## src/cfd_pkg.sv

```systemverilog
// package: constants and carrier types of the channel fault diagnosis block
package cfd_pkg;

  localparam int NCH   = 8;
  localparam int CNT_W = 16;

  // timing
  localparam int CLK_MHZ       = 200;
  localparam int OVL_DELAY_US  = 60;
  localparam int OVL_DELAY_CYC = OVL_DELAY_US * CLK_MHZ;
  localparam int OL_DELAY_US   = 100;
  localparam int OL_DELAY_CYC  = OL_DELAY_US * CLK_MHZ;
  // sync stages and the trip edge, taken out of the overload count
  localparam int OVL_PIPE_CYC  = 3;

  // register byte offsets
  localparam logic [7:0] OFS_CTRL = 8'h00;
  localparam logic [7:0] OFS_PROT = 8'h04;
  localparam logic [7:0] OFS_OL   = 8'h08;
  localparam logic [7:0] OFS_DIAG_CURRENT_CONTROL_REGISTER = 8'h0C;
  localparam logic [7:0] OFS_STS  = 8'h10;
  localparam logic [7:0] OFS_MASK = 8'h14;

  // field positions
  localparam int CTRL_CPL_BIT   = 0;
  localparam int CTRL_ONREQ_LSB = 8;
  localparam int PROT_ON_LSB    = 8;
  localparam int STS_OL_LSB     = 8;

  // reset values
  localparam logic [NCH-1:0]   RST_ONREQ = 8'h00;
  localparam logic [NCH-1:0]   RST_DCEN  = 8'h00;
  localparam logic [2*NCH-1:0] RST_MASK  = 16'h0000;

  typedef struct packed {
    logic             on;
    logic             prot;
    logic             ol;
    logic [CNT_W-1:0] ovl_cnt;
    logic [CNT_W-1:0] ol_cnt;
  } cfd_chan_st_t;

  typedef struct packed {
    logic on;
    logic prot;
    logic ol;
    logic prot_evt;
    logic ol_evt;
  } cfd_chan_stat_t;

  typedef struct packed {
    logic [3*NCH-1:0] s1;
    logic [3*NCH-1:0] s2;
  } cfd_sync_st_t;

  typedef struct packed {
    logic             clear_protection_latch;
    logic [NCH-1:0]   on_req;
    logic [NCH-1:0]   dcen;
    logic [2*NCH-1:0] sts;
    logic [2*NCH-1:0] mask;
    logic             ack;
    logic [31:0]      dat;
    logic             irq;
  } cfd_top_st_t;

endpackage

```

## src/cfd_sync.sv

```systemverilog
// two flip-flop synchroniser for the sense pins
module cfd_sync import cfd_pkg::*; (
  input  wire logic             clk_i,
  input  wire logic             rst_i,
  input  wire logic [3*NCH-1:0] d_i,
  output logic      [3*NCH-1:0] q_o
);
  cfd_sync_st_t st_ff;
  cfd_sync_st_t nxt_st;

  always_comb begin
    nxt_st    = st_ff;
    nxt_st.s1 = d_i;
    nxt_st.s2 = st_ff.s1;
  end

  always_ff @(posedge clk_i) begin
    if (rst_i) begin
      st_ff <= '0;
    end else begin
      st_ff <= nxt_st;
    end
  end

  assign q_o = st_ff.s2;
endmodule

```

## src/cfd_chan.sv

```systemverilog
// one output channel: protection latch, overload delay, open-load detection
module cfd_chan import cfd_pkg::*; #(
  parameter int OVL_CYC = OVL_DELAY_CYC,
  parameter int OL_CYC  = OL_DELAY_CYC
) (
  input  wire logic     clk_i,
  input  wire logic     rst_i,
  input  wire logic     on_req_i,
  input  wire logic     over_temp_i,
  input  wire logic     overload_i,
  input  wire logic     ol_sense_i,
  input  wire logic     cpl_clr_i,
  input  wire logic     ol_rd_clr_i,
  output cfd_chan_stat_t stat_o
);
  localparam logic [CNT_W-1:0] OVL_LAST = CNT_W'(OVL_CYC - OVL_PIPE_CYC);
  localparam logic [CNT_W-1:0] OL_LAST  = CNT_W'(OL_CYC - 1);

  cfd_chan_st_t st_ff;
  cfd_chan_st_t nxt_st;
  logic         trip;
  logic         prot_set;
  logic         ol_hit;

  always_comb begin
    nxt_st = st_ff;
    trip   = 1'b0;
    ol_hit = 1'b0;
    if (st_ff.on && overload_i) begin
      if (st_ff.ovl_cnt == OVL_LAST) begin
        trip = 1'b1;
      end else begin
        nxt_st.ovl_cnt = st_ff.ovl_cnt + 1'b1;
      end
    end else begin
      nxt_st.ovl_cnt = '0;
    end
    prot_set = over_temp_i | trip;
    if (prot_set) begin
      nxt_st.prot = 1'b1;
    end else if (cpl_clr_i) begin
      nxt_st.prot = 1'b0;
    end
    nxt_st.on = on_req_i & ~nxt_st.prot;
    if (st_ff.on || !ol_sense_i) begin
      nxt_st.ol_cnt = '0;
    end else if (st_ff.ol_cnt == OL_LAST) begin
      ol_hit = 1'b1;
    end else begin
      nxt_st.ol_cnt = st_ff.ol_cnt + 1'b1;
    end
    if (ol_hit) begin
      nxt_st.ol = 1'b1;
    end else if (ol_rd_clr_i) begin
      nxt_st.ol = 1'b0;
    end
  end

  always_ff @(posedge clk_i) begin
    if (rst_i) begin
      st_ff <= '0;
    end else begin
      st_ff <= nxt_st;
    end
  end

  assign stat_o.on       = st_ff.on;
  assign stat_o.prot     = st_ff.prot;
  assign stat_o.ol       = st_ff.ol;
  assign stat_o.prot_evt = prot_set & ~st_ff.prot;
  assign stat_o.ol_evt   = ol_hit & ~st_ff.ol;
endmodule

```

## src/cfd_top.sv

```systemverilog
// channel fault diagnosis flags with a classic wishbone register slave
//
// The register addresses and register access over Wishbone were left to the implementer.
module cfd_top import cfd_pkg::*; #(
  parameter int OVL_CYC = OVL_DELAY_CYC,
  parameter int OL_CYC  = OL_DELAY_CYC
) (
  input  wire logic           clk_i,
  input  wire logic           rst_i,
  input  wire logic           wb_cyc_i,
  input  wire logic           wb_stb_i,
  input  wire logic           wb_we_i,
  input  wire logic [3:0]     wb_sel_i,
  input  wire logic [7:0]     wb_adr_i,
  input  wire logic [31:0]    wb_dat_i,
  output logic      [31:0]    wb_dat_o,
  output logic                wb_ack_o,
  input  wire logic [NCH-1:0] over_temp_i,
  input  wire logic [NCH-1:0] overload_i,
  input  wire logic [NCH-1:0] open_load_sense_i,
  output logic      [NCH-1:0] channel_on_o,
  output logic      [NCH-1:0] diag_current_enable_o,
  output logic                irq_o
);
  cfd_top_st_t      st_ff;
  cfd_top_st_t      nxt_st;
  logic [3*NCH-1:0] sense_sync;
  logic [NCH-1:0]   temp_s;
  logic [NCH-1:0]   ovl_s;
  logic [NCH-1:0]   ols_s;
  logic [NCH-1:0]   chan_on;
  logic [NCH-1:0]   prot_flag;
  logic [NCH-1:0]   open_load_flag;
  logic [NCH-1:0]   prot_evt;
  logic [NCH-1:0]   ol_evt;
  logic             take;
  logic             wr;
  logic             rd;
  logic             cpl_wr;
  logic             ol_rd;

  ////////////////////////////////////////////////////////////////////////////
  // pin synchronisation

  cfd_sync u_sync (
    .clk_i (clk_i),
    .rst_i (rst_i),
    .d_i   ({open_load_sense_i, overload_i, over_temp_i}),
    .q_o   (sense_sync)
  );

  assign temp_s = sense_sync[NCH-1:0];
  assign ovl_s  = sense_sync[2*NCH-1:NCH];
  assign ols_s  = sense_sync[3*NCH-1:2*NCH];

  ////////////////////////////////////////////////////////////////////////////
  // channels

  genvar g;
  generate
    for (g = 0; g < NCH; g++) begin : g_chan
      cfd_chan_stat_t stat;

      cfd_chan #(
        .OVL_CYC (OVL_CYC),
        .OL_CYC  (OL_CYC)
      ) u_chan (
        .clk_i       (clk_i),
        .rst_i       (rst_i),
        .on_req_i    (st_ff.on_req[g]),
        .over_temp_i (temp_s[g]),
        .overload_i  (ovl_s[g]),
        .ol_sense_i  (ols_s[g]),
        .cpl_clr_i   (cpl_wr),
        .ol_rd_clr_i (ol_rd),
        .stat_o      (stat)
      );

      assign chan_on[g]        = stat.on;
      assign prot_flag[g]      = stat.prot;
      assign open_load_flag[g] = stat.ol;
      assign prot_evt[g]       = stat.prot_evt;
      assign ol_evt[g]         = stat.ol_evt;
    end
  endgenerate

  ////////////////////////////////////////////////////////////////////////////
  // bus decode

  assign take   = wb_cyc_i & wb_stb_i & ~st_ff.ack;
  assign wr     = take & wb_we_i;
  assign rd     = take & ~wb_we_i;
  assign cpl_wr = wr && wb_adr_i[7:2] == OFS_CTRL[7:2] && wb_sel_i[0]
                  && wb_dat_i[CTRL_CPL_BIT];
  assign ol_rd  = rd && wb_adr_i[7:2] == OFS_OL[7:2];

  ////////////////////////////////////////////////////////////////////////////
  // register file

  always_comb begin
    nxt_st     = st_ff;
    nxt_st.ack = take;
    nxt_st.dat = '0;
    if (take && st_ff.clear_protection_latch) begin
      nxt_st.clear_protection_latch = 1'b0;
    end
    if (cpl_wr) begin
      nxt_st.clear_protection_latch = 1'b1;
    end
    if (wr) begin
      case (wb_adr_i[7:2])
        OFS_CTRL[7:2]: begin
          if (wb_sel_i[1]) begin
            nxt_st.on_req = wb_dat_i[CTRL_ONREQ_LSB +: NCH];
          end
        end
        OFS_DIAG_CURRENT_CONTROL_REGISTER[7:2]: begin
          if (wb_sel_i[0]) begin
            nxt_st.dcen = wb_dat_i[NCH-1:0];
          end
        end
        OFS_STS[7:2]: begin
          if (wb_sel_i[0]) begin
            nxt_st.sts[NCH-1:0] = st_ff.sts[NCH-1:0] & ~wb_dat_i[7:0];
          end
          if (wb_sel_i[1]) begin
            nxt_st.sts[2*NCH-1:NCH] = st_ff.sts[2*NCH-1:NCH] & ~wb_dat_i[15:8];
          end
        end
        OFS_MASK[7:2]: begin
          if (wb_sel_i[0]) begin
            nxt_st.mask[NCH-1:0] = wb_dat_i[7:0];
          end
          if (wb_sel_i[1]) begin
            nxt_st.mask[2*NCH-1:NCH] = wb_dat_i[15:8];
          end
        end
        default: begin
        end
      endcase
    end
    if (rd) begin
      case (wb_adr_i[7:2])
        OFS_CTRL[7:2]: nxt_st.dat = {16'h0000, st_ff.on_req, 7'h00, st_ff.clear_protection_latch};
        OFS_PROT[7:2]: nxt_st.dat = {16'h0000, chan_on, prot_flag};
        OFS_OL[7:2]:   nxt_st.dat = {24'h000000, open_load_flag};
        OFS_DIAG_CURRENT_CONTROL_REGISTER[7:2]: nxt_st.dat = {24'h000000, st_ff.dcen};
        OFS_STS[7:2]:  nxt_st.dat = {16'h0000, st_ff.sts};
        OFS_MASK[7:2]: nxt_st.dat = {16'h0000, st_ff.mask};
        default:       nxt_st.dat = '0;
      endcase
    end
    // events are ored in after the clear so a coincident set wins
    nxt_st.sts[NCH-1:0]        = nxt_st.sts[NCH-1:0] | prot_evt;
    nxt_st.sts[STS_OL_LSB +: NCH] = nxt_st.sts[STS_OL_LSB +: NCH] | ol_evt;
    nxt_st.irq = |(nxt_st.sts & nxt_st.mask);
  end

  always_ff @(posedge clk_i) begin
    if (rst_i) begin
      st_ff        <= '0;
      st_ff.on_req <= RST_ONREQ;
      st_ff.dcen   <= RST_DCEN;
      st_ff.mask   <= RST_MASK;
    end else begin
      st_ff <= nxt_st;
    end
  end

  assign wb_dat_o              = st_ff.dat;
  assign wb_ack_o              = st_ff.ack;
  assign channel_on_o          = chan_on;
  assign diag_current_enable_o = st_ff.dcen;
  assign irq_o                 = st_ff.irq;
endmodule

```

## config.mk

```make
export PLATFORM = sky130hd
export DESIGN_NAME = cfd_top
export DESIGN_NICKNAME = d
export VERILOG_FILES = /design/src/cfd_pkg.sv /design/src/cfd_sync.sv /design/src/cfd_chan.sv /design/src/cfd_top.sv
export SDC_FILE = /design/constraint.sdc
export NUM_CORES = 1
export LEC_CHECK = 0
export BUFFER_PORTS_ARGS = -buffer_cell sky130_fd_sc_hd__buf_2
export CORE_MARGIN = 3
export CORE_UTILIZATION = 45
export CTS_BUF_LIST = sky130_fd_sc_hd__clkbuf_16
export CTS_CLUSTER_DIAMETER = 150
export DETAILED_ROUTE_END_ITERATION = 6
export PLACE_DENSITY = 0.69
export SETUP_SLACK_MARGIN = 0.1
export SLEW_MARGIN = 20
export SYNTH_ARGS = -nofsm -noshare
export SYNTH_HDL_FRONTEND = slang
export SYNTH_HIERARCHICAL = 1
export SYNTH_SLANG_ARGS = --single-unit
```

## constraint.sdc

```tcl
create_clock -name clk_i -period 5.9 [get_ports clk_i]
set_input_delay 1.18 -clock clk_i [delete_from_list [all_inputs] [get_ports clk_i]]
set_output_delay 1.18 -clock clk_i [all_outputs]
set_load 0.01 [all_outputs]
```

-- Word-level counts from Yosys, hierarchy flattened
Index checks and enable logic that the tools add are counted.
- mux-type cells: 67
- add/subtract/negate cells: 16
- reduce and logical (&&, ||, !) cells: 59
- bitwise gates (word level): 78
- equal/unequal tests: 21
- operators by type and width (kind ; count):
    adder 16 x 1 -> 16 bit (second input constant) ; 16
    equality test 16 x 14 -> 1 bit (second input constant) ; 8
    equality test 16 x 15 -> 1 bit (second input constant) ; 8
    one-hot mux 16 bit (6 select lines) ; 1
    2-to-1 mux 1 bit ; 59
    NOT 1 bit ; 35
    OR reduction 2 bit ; 17
    2-to-1 mux 16 bit ; 2
    2-to-1 mux 32 bit ; 1
    2-to-1 mux 8 bit ; 4
    AND 1 bit ; 28
    nonzero test 2 bit ; 9
    AND 16 bit ; 1
    AND 8 bit ; 2
    NOT 8 bit ; 2
    bitwise OR 8 bit ; 2
    OR reduction 16 bit ; 1
    logical AND 1 bit ; 13
    equality test 6 x 2 -> 1 bit (second input constant) ; 2
    equality test 6 x 3 -> 1 bit (second input constant) ; 2
    zero test 1 bit ; 8
    logical OR 1 bit ; 8
    bitwise OR 1 bit ; 8
    equality test 6 x 1 -> 1 bit (second input constant) ; 1
    2 further kinds ; 3
- bits in registers: 411
- input port bits: 73
- word-level logic and storage cells: 291

-- Longest topological paths before layout
- depth in word-level cells: 10
- depth in mapped cells: 12

-- Modules after synthesis
The synthesis kept the hierarchy.
- modules (own cells, without submodules) (module ; instances ; cells an instance ; area an instance (µm²) ; sequential area each (µm²)):
    cfd_chan ; 8 ; 199 ; 1677.9 ; 700.7
    cfd_top ; 1 ; 336 ; 3084.2 ; 1341.3
    cfd_sync ; 1 ; 101 ; 1305.0 ; 960.9

-- Least setup slack after synthesis
Ideal clock, no wire load.
- kind: input to register
- start: in wb_adr_i[5]
- end: reg st_ff, in the netlist irq_o
- arrival: 2.965 ns
- path slack: 2.808 ns
- path buffers: 1
- required time: 5.773 ns
- library setup time: 0.127 ns
- cell stages on the path: 7
- cell sequence: or3_1 > buf_6 > nor4_4 > mux2i_1 > o22ai_1 > nor4_1 > a21oi_1
- longest elaborated chain between the ends: 6
- elaborated cells on any way between the ends: 9
- classes of those cells: 2 x eq/ne; 3 x mux; 3 x bitwise; 1 x reduce/logical
- RTL lines (what ; line ; RTL):
    from (decl) ; cfd_top.sv:14 ; input wire logic [7:0] wb_adr_i,
    equality test 6 x 3 -> 1 bit ; cfd_top.sv:111 ; case (wb_adr_i[7:2])
    2-to-1 mux 16 bit ; cfd_top.sv:111 ;
    2-to-1 mux 32 bit * ; cfd_top.sv:110 ; if (wr) begin
    bitwise OR 8 bit, on equally long branches ; cfd_top.sv:154, cfd_top.sv:155 ;
    AND 16 bit * ; cfd_top.sv:156 ; nxt_st.irq = |(nxt_st.sts & nxt_st.mask);
    OR reduction 16 bit * ; cfd_top.sv:156 ;
    to (signal assigned) ; cfd_top.sv:166 ; st_ff <= nxt_st;
    to (decl) ; cfd_top.sv:25 ; cfd_top_st_t st_ff;
Every way passes the cells marked *; elsewhere a longest branch is shown, timed or not.
A chain may end at the register's enable or synchronous reset.

-- Final worst setup path
Same ends and word-level chain as after synthesis.

==> flow_summary_export.csv <==
group,metric,value,unit
pwr,power.share.sequential,48.7,%
clock_network,cts-hold-fix-buffers,0,
job,drv.max_cap_violation_count,0,
pwr,power.switching,1180,uW
sta,worstMarginPinSlew,0.8437,ns
critical_path,critPathCaptureType,"register",
status,run_status,"finished with violations",
sta,slew_viol_final,0,
yosys,synth-seq-cells,395,
critical_path,critical_path.max_fanout,8,
sta,totalNegativeSetupSlack,0,ns
clock_network,cts_max_level,2,
placement,gp_routability_congestion,0.8139,
yosys,ys_dominant_reg_cell,"sky130_fd_sc_hd__dfxtp_1",
yosys,synth_most_common_cell,"sky130_fd_sc_hd__dfxtp_1",
floorplan,initial_cell_density_of_the_core,45.77,%
detailed_routing,met3RoutedLength,2.411,mm
placement,place_area,18180,sq um
sta,final_hold_viol_count,0,
sta,fin_crit_sh,52.53,%
pwr,design_power_total,5555,uW
global_route,grt_antenna_before_repair,2,
floorplan,fp.coreArea,38920,sq um
clock_network,clock_network_latency_to_the_later_pin_of_the_worst_skew_pair,0.57,ns
yosys,syn_area,17810,sq um
critical_path,worstReg2RegStart,"wb_ack_o",
sta,maxClockFrequency,322.6,MHz
pwr,internal_power,4374,uW
clock_network,cts_root_buffer,"sky130_fd_sc_hd__clkbuf_16",
clock_network,cts-resized-gates,0,
placement,placed_cells_incl_taps,2510,
yosys,post_synth_inst_count,2029,
critical_path,worst_setup_path_start_kind,"input pin",
yosys,synth_sequential_area_ratio,44.39,%
floorplan,chipHeight,205.0,microns
cells_and_area,final_layout_size_suffix_gt1_share,11.05,%
cells_and_area,n_fill_cell,3573,
detailed_routing,drt-initial-drc-count,1038,
detailed_routing,route.top_layer_used,"met4",
global_route,grt_use_total,18.17,%
critical_path,r2r_cell_count,6,
detailed_routing,met1Wirelength,18.21,mm
hold_path,holdPathStages,1,
floorplan,top_level_ports,123,
detailed_routing,viasPerCell,5.502,
clock_network,cts_setup_buffers,0,
pwr,p_leak,0.006550,uW
detailed_routing,detailroute.via_count,14270,
clock_network,tritoncts.num_buffers,43,
detailed_routing,drt_first_pass_iters,7,
global_route,via_count_of_the_first_global_routing_pass,13330,
status,violations,"design-rule violations",
sta,rsz0062_at_grt,"false",
detailed_routing,detail_route.drc_violations,10,
critical_path,worst-endpoint-arrival,3.52,ns
clock_network,clock_path_buffers,3,
hold_path,timing.hold.worst_endpoint,"u_sync/q_o[22]",
placement,place_hpwl,27.04,mm
hold_path,hold_start,"u_sync/nxt_st[22]",
pwr,power_density_over_the_cells,282.5,nW/um^2
sta,timing.clock.skew,0.02175,ns
yosys,post_synth_most_frequent_cells,"395 x sky130_fd_sc_hd__dfxtp_1, 255 x sky130_fd_sc_hd__nor2_1, 123 x sky130_fd_sc_hd__nand2_1",
yosys,synth_top_cell_by_area,"sky130_fd_sc_hd__dfxtp_1",
detailed_routing,routed_wire_length_per_instance,15.11,microns
sta,fin_worst_hold_slack,0.4393,ns
cells_and_area,final-instance-count-excl-fill,2593,
yosys,synth_edf_count,0,
yosys,synthDistinctLibCells,52,
critical_path,setup.worst_path.class,"in2reg",
yosys,synth.top_cell.area_share,44.39,%
pwr,ir_worst_vdd,174.7,uV
sta,maxSlewHeadroom,43.59,%
sta,setup_viol,0,
global_route,grt_start_max_net_pins,95,
pwr,share_comb_of_total_power,1.9,%
cells_and_area,areaGrowthSynthToFinish,10.39,%
floorplan,placementRows,72,
detailed_routing,detail-route-antenna-nets,0,
critical_path,worst-endpoint-required,6.32,ns
placement,portBuffers,86,
critical_path,worst_r2r_endpoint,"irq_o",
yosys,top_area_cells_in_the_synthesized_netlist,"sky130_fd_sc_hd__dfxtp_1 44%, sky130_fd_sc_hd__nor2_1 5.4%, sky130_fd_sc_hd__xnor2_1 3.5%",
cells_and_area,finalInstanceArea,19660,sq um
sta,final_period_minus_worst_setup_slack,3.099,ns
global_route,grt_first_pass_wirelength,64.32,mm
yosys,avgSynthCellArea,8.779,sq um
cells_and_area,final_nets,2135,
pwr,power.switching_fraction,21.25,%
hold_path,worst_hold_class,"reg2reg",
clock_network,numClockSinks,395,
detailed_routing,wirelength,39.19,mm
global_route,grt_remaining_overflow,0,
clock_network,cts_tree,"done",
yosys,synthArstFlopShare,0,%
floorplan,dieWidth,205.0,microns
critical_path,worst-r2r-setup-slack,3.30,ns
yosys,yosys_warnings,6,
floorplan,fp.dieArea,42010,sq um
clock_network,clk_pin_slew,0.06,ns
pwr,clock_power_share,49.4,%
detailed_routing,wl_met2,17.46,mm
how the worst max path moves through the flow:
stage / cells after the start / endpoint / start
floorplan: 7 / irq_o / wb_adr_i[5]
global placement: 7 / irq_o / wb_adr_i[5]
detailed placement: 7 / irq_o / wb_adr_i[5]
CTS: 7 / irq_o / wb_adr_i[5]
global route: 7 / irq_o / wb_adr_i[5]
finish: 7 / irq_o / wb_adr_i[5]
cells by family after synthesis:
kind of cell | synth area share [%]
AND/OR/NAND/NOR | 29.05
flip-flops | 44.39
AO/OA/AOI/OAI | 10.09
buffers and inverters | 5.711
XOR/XNOR | 6.294
multiplexers | 2.754
adder cells (fa/ha/maj) | 1.686
other | 0.02105
critical path: stages:
cell	delay, ns
sky130_fd_sc_hd__buf_2	0.11
sky130_fd_sc_hd__or3_1	0.55
sky130_fd_sc_hd__nor4_4	0.80
sky130_fd_sc_hd__mux2i_1	0.37
sky130_fd_sc_hd__o22ai_1	0.11
sky130_fd_sc_hd__nor4_1	0.27
sky130_fd_sc_hd__a21oi_1	0.12
power groups by stage:
stage / sequential [uW] / combinational (uW) / clock [uW]
after floorplan: 2760 / 72.1 / 0
after global placement: 2760 / 102 / 0
after detailed placement: 2760 / 103 / 0
after CTS: 2700 / 104 / 2820
after global routing: 2710 / 115 / 2920
final: 2710 / 104 / 2740
placed cells by master, fill, tap and decap left out, types with 72 or more instances in the layout:
cell type / instances
sky130_fd_sc_hd__xnor2_1: 72
sky130_fd_sc_hd__or3_1: 73
sky130_fd_sc_hd__o21ai_0: 96
sky130_fd_sc_hd__a21oi_1: 112
sky130_fd_sc_hd__buf_2: 85
sky130_fd_sc_hd__nand2_1: 123
sky130_fd_sc_hd__nor2_1: 255
sky130_fd_sc_hd__dfxtp_1: 395
sky130_fd_sc_hd__nand3_1: 74
sequential cells by signal, summed over array words and instances (netlist names):
| name | flops |
|---|---|
| g_chan.u_chan/stat_o | 24 |
| wb_ack_o | 1 |
| wb_dat_o | 16 |
| u_sync/q_o | 24 |
| u_sync/nxt_st | 24 |
| st_ff | 41 |
| g_chan.u_chan/st_ff | 256 |
| diag_current_enable_o | 8 |
| irq_o | 1 |
final cells by class:
type / count / area [sq um] / share of cell area, %
well taps: 518 / 648.1 / 3.296
clock inverters: 36 / 389.1 / 1.979
multi-input cells: 1457 / 8965 / 45.59
flip-flops and latches: 395 / 7908 / 40.22
diodes: 3 / 7.507 / 0.03818
clock buffers: 43 / 1076 / 5.472
inverters: 49 / 183.9 / 0.9354
repair buffers: 92 / 485.5 / 2.469
metal layers:
| layer | vias to the layer above | track usage, % |
|---|---|---|
| met5 | - | 0 |
| met4 | 0 | 6.297 |
| met3 | 72 | 3.718 |
| met2 | 340 | 28.60 |
| met1 | 6703 | 24.89 |
| li1 | 7151 | - |
metrics by stage:
stage,util (%),setup WS [ns]
floorplan,-,2.808
global placement,46.71,2.337
detailed placement,46.71,2.279
CTS,50.48,2.876
global route,50.52,2.661
finish,50.52,2.801
Note: power is estimated with default switching activity, not from simulation.
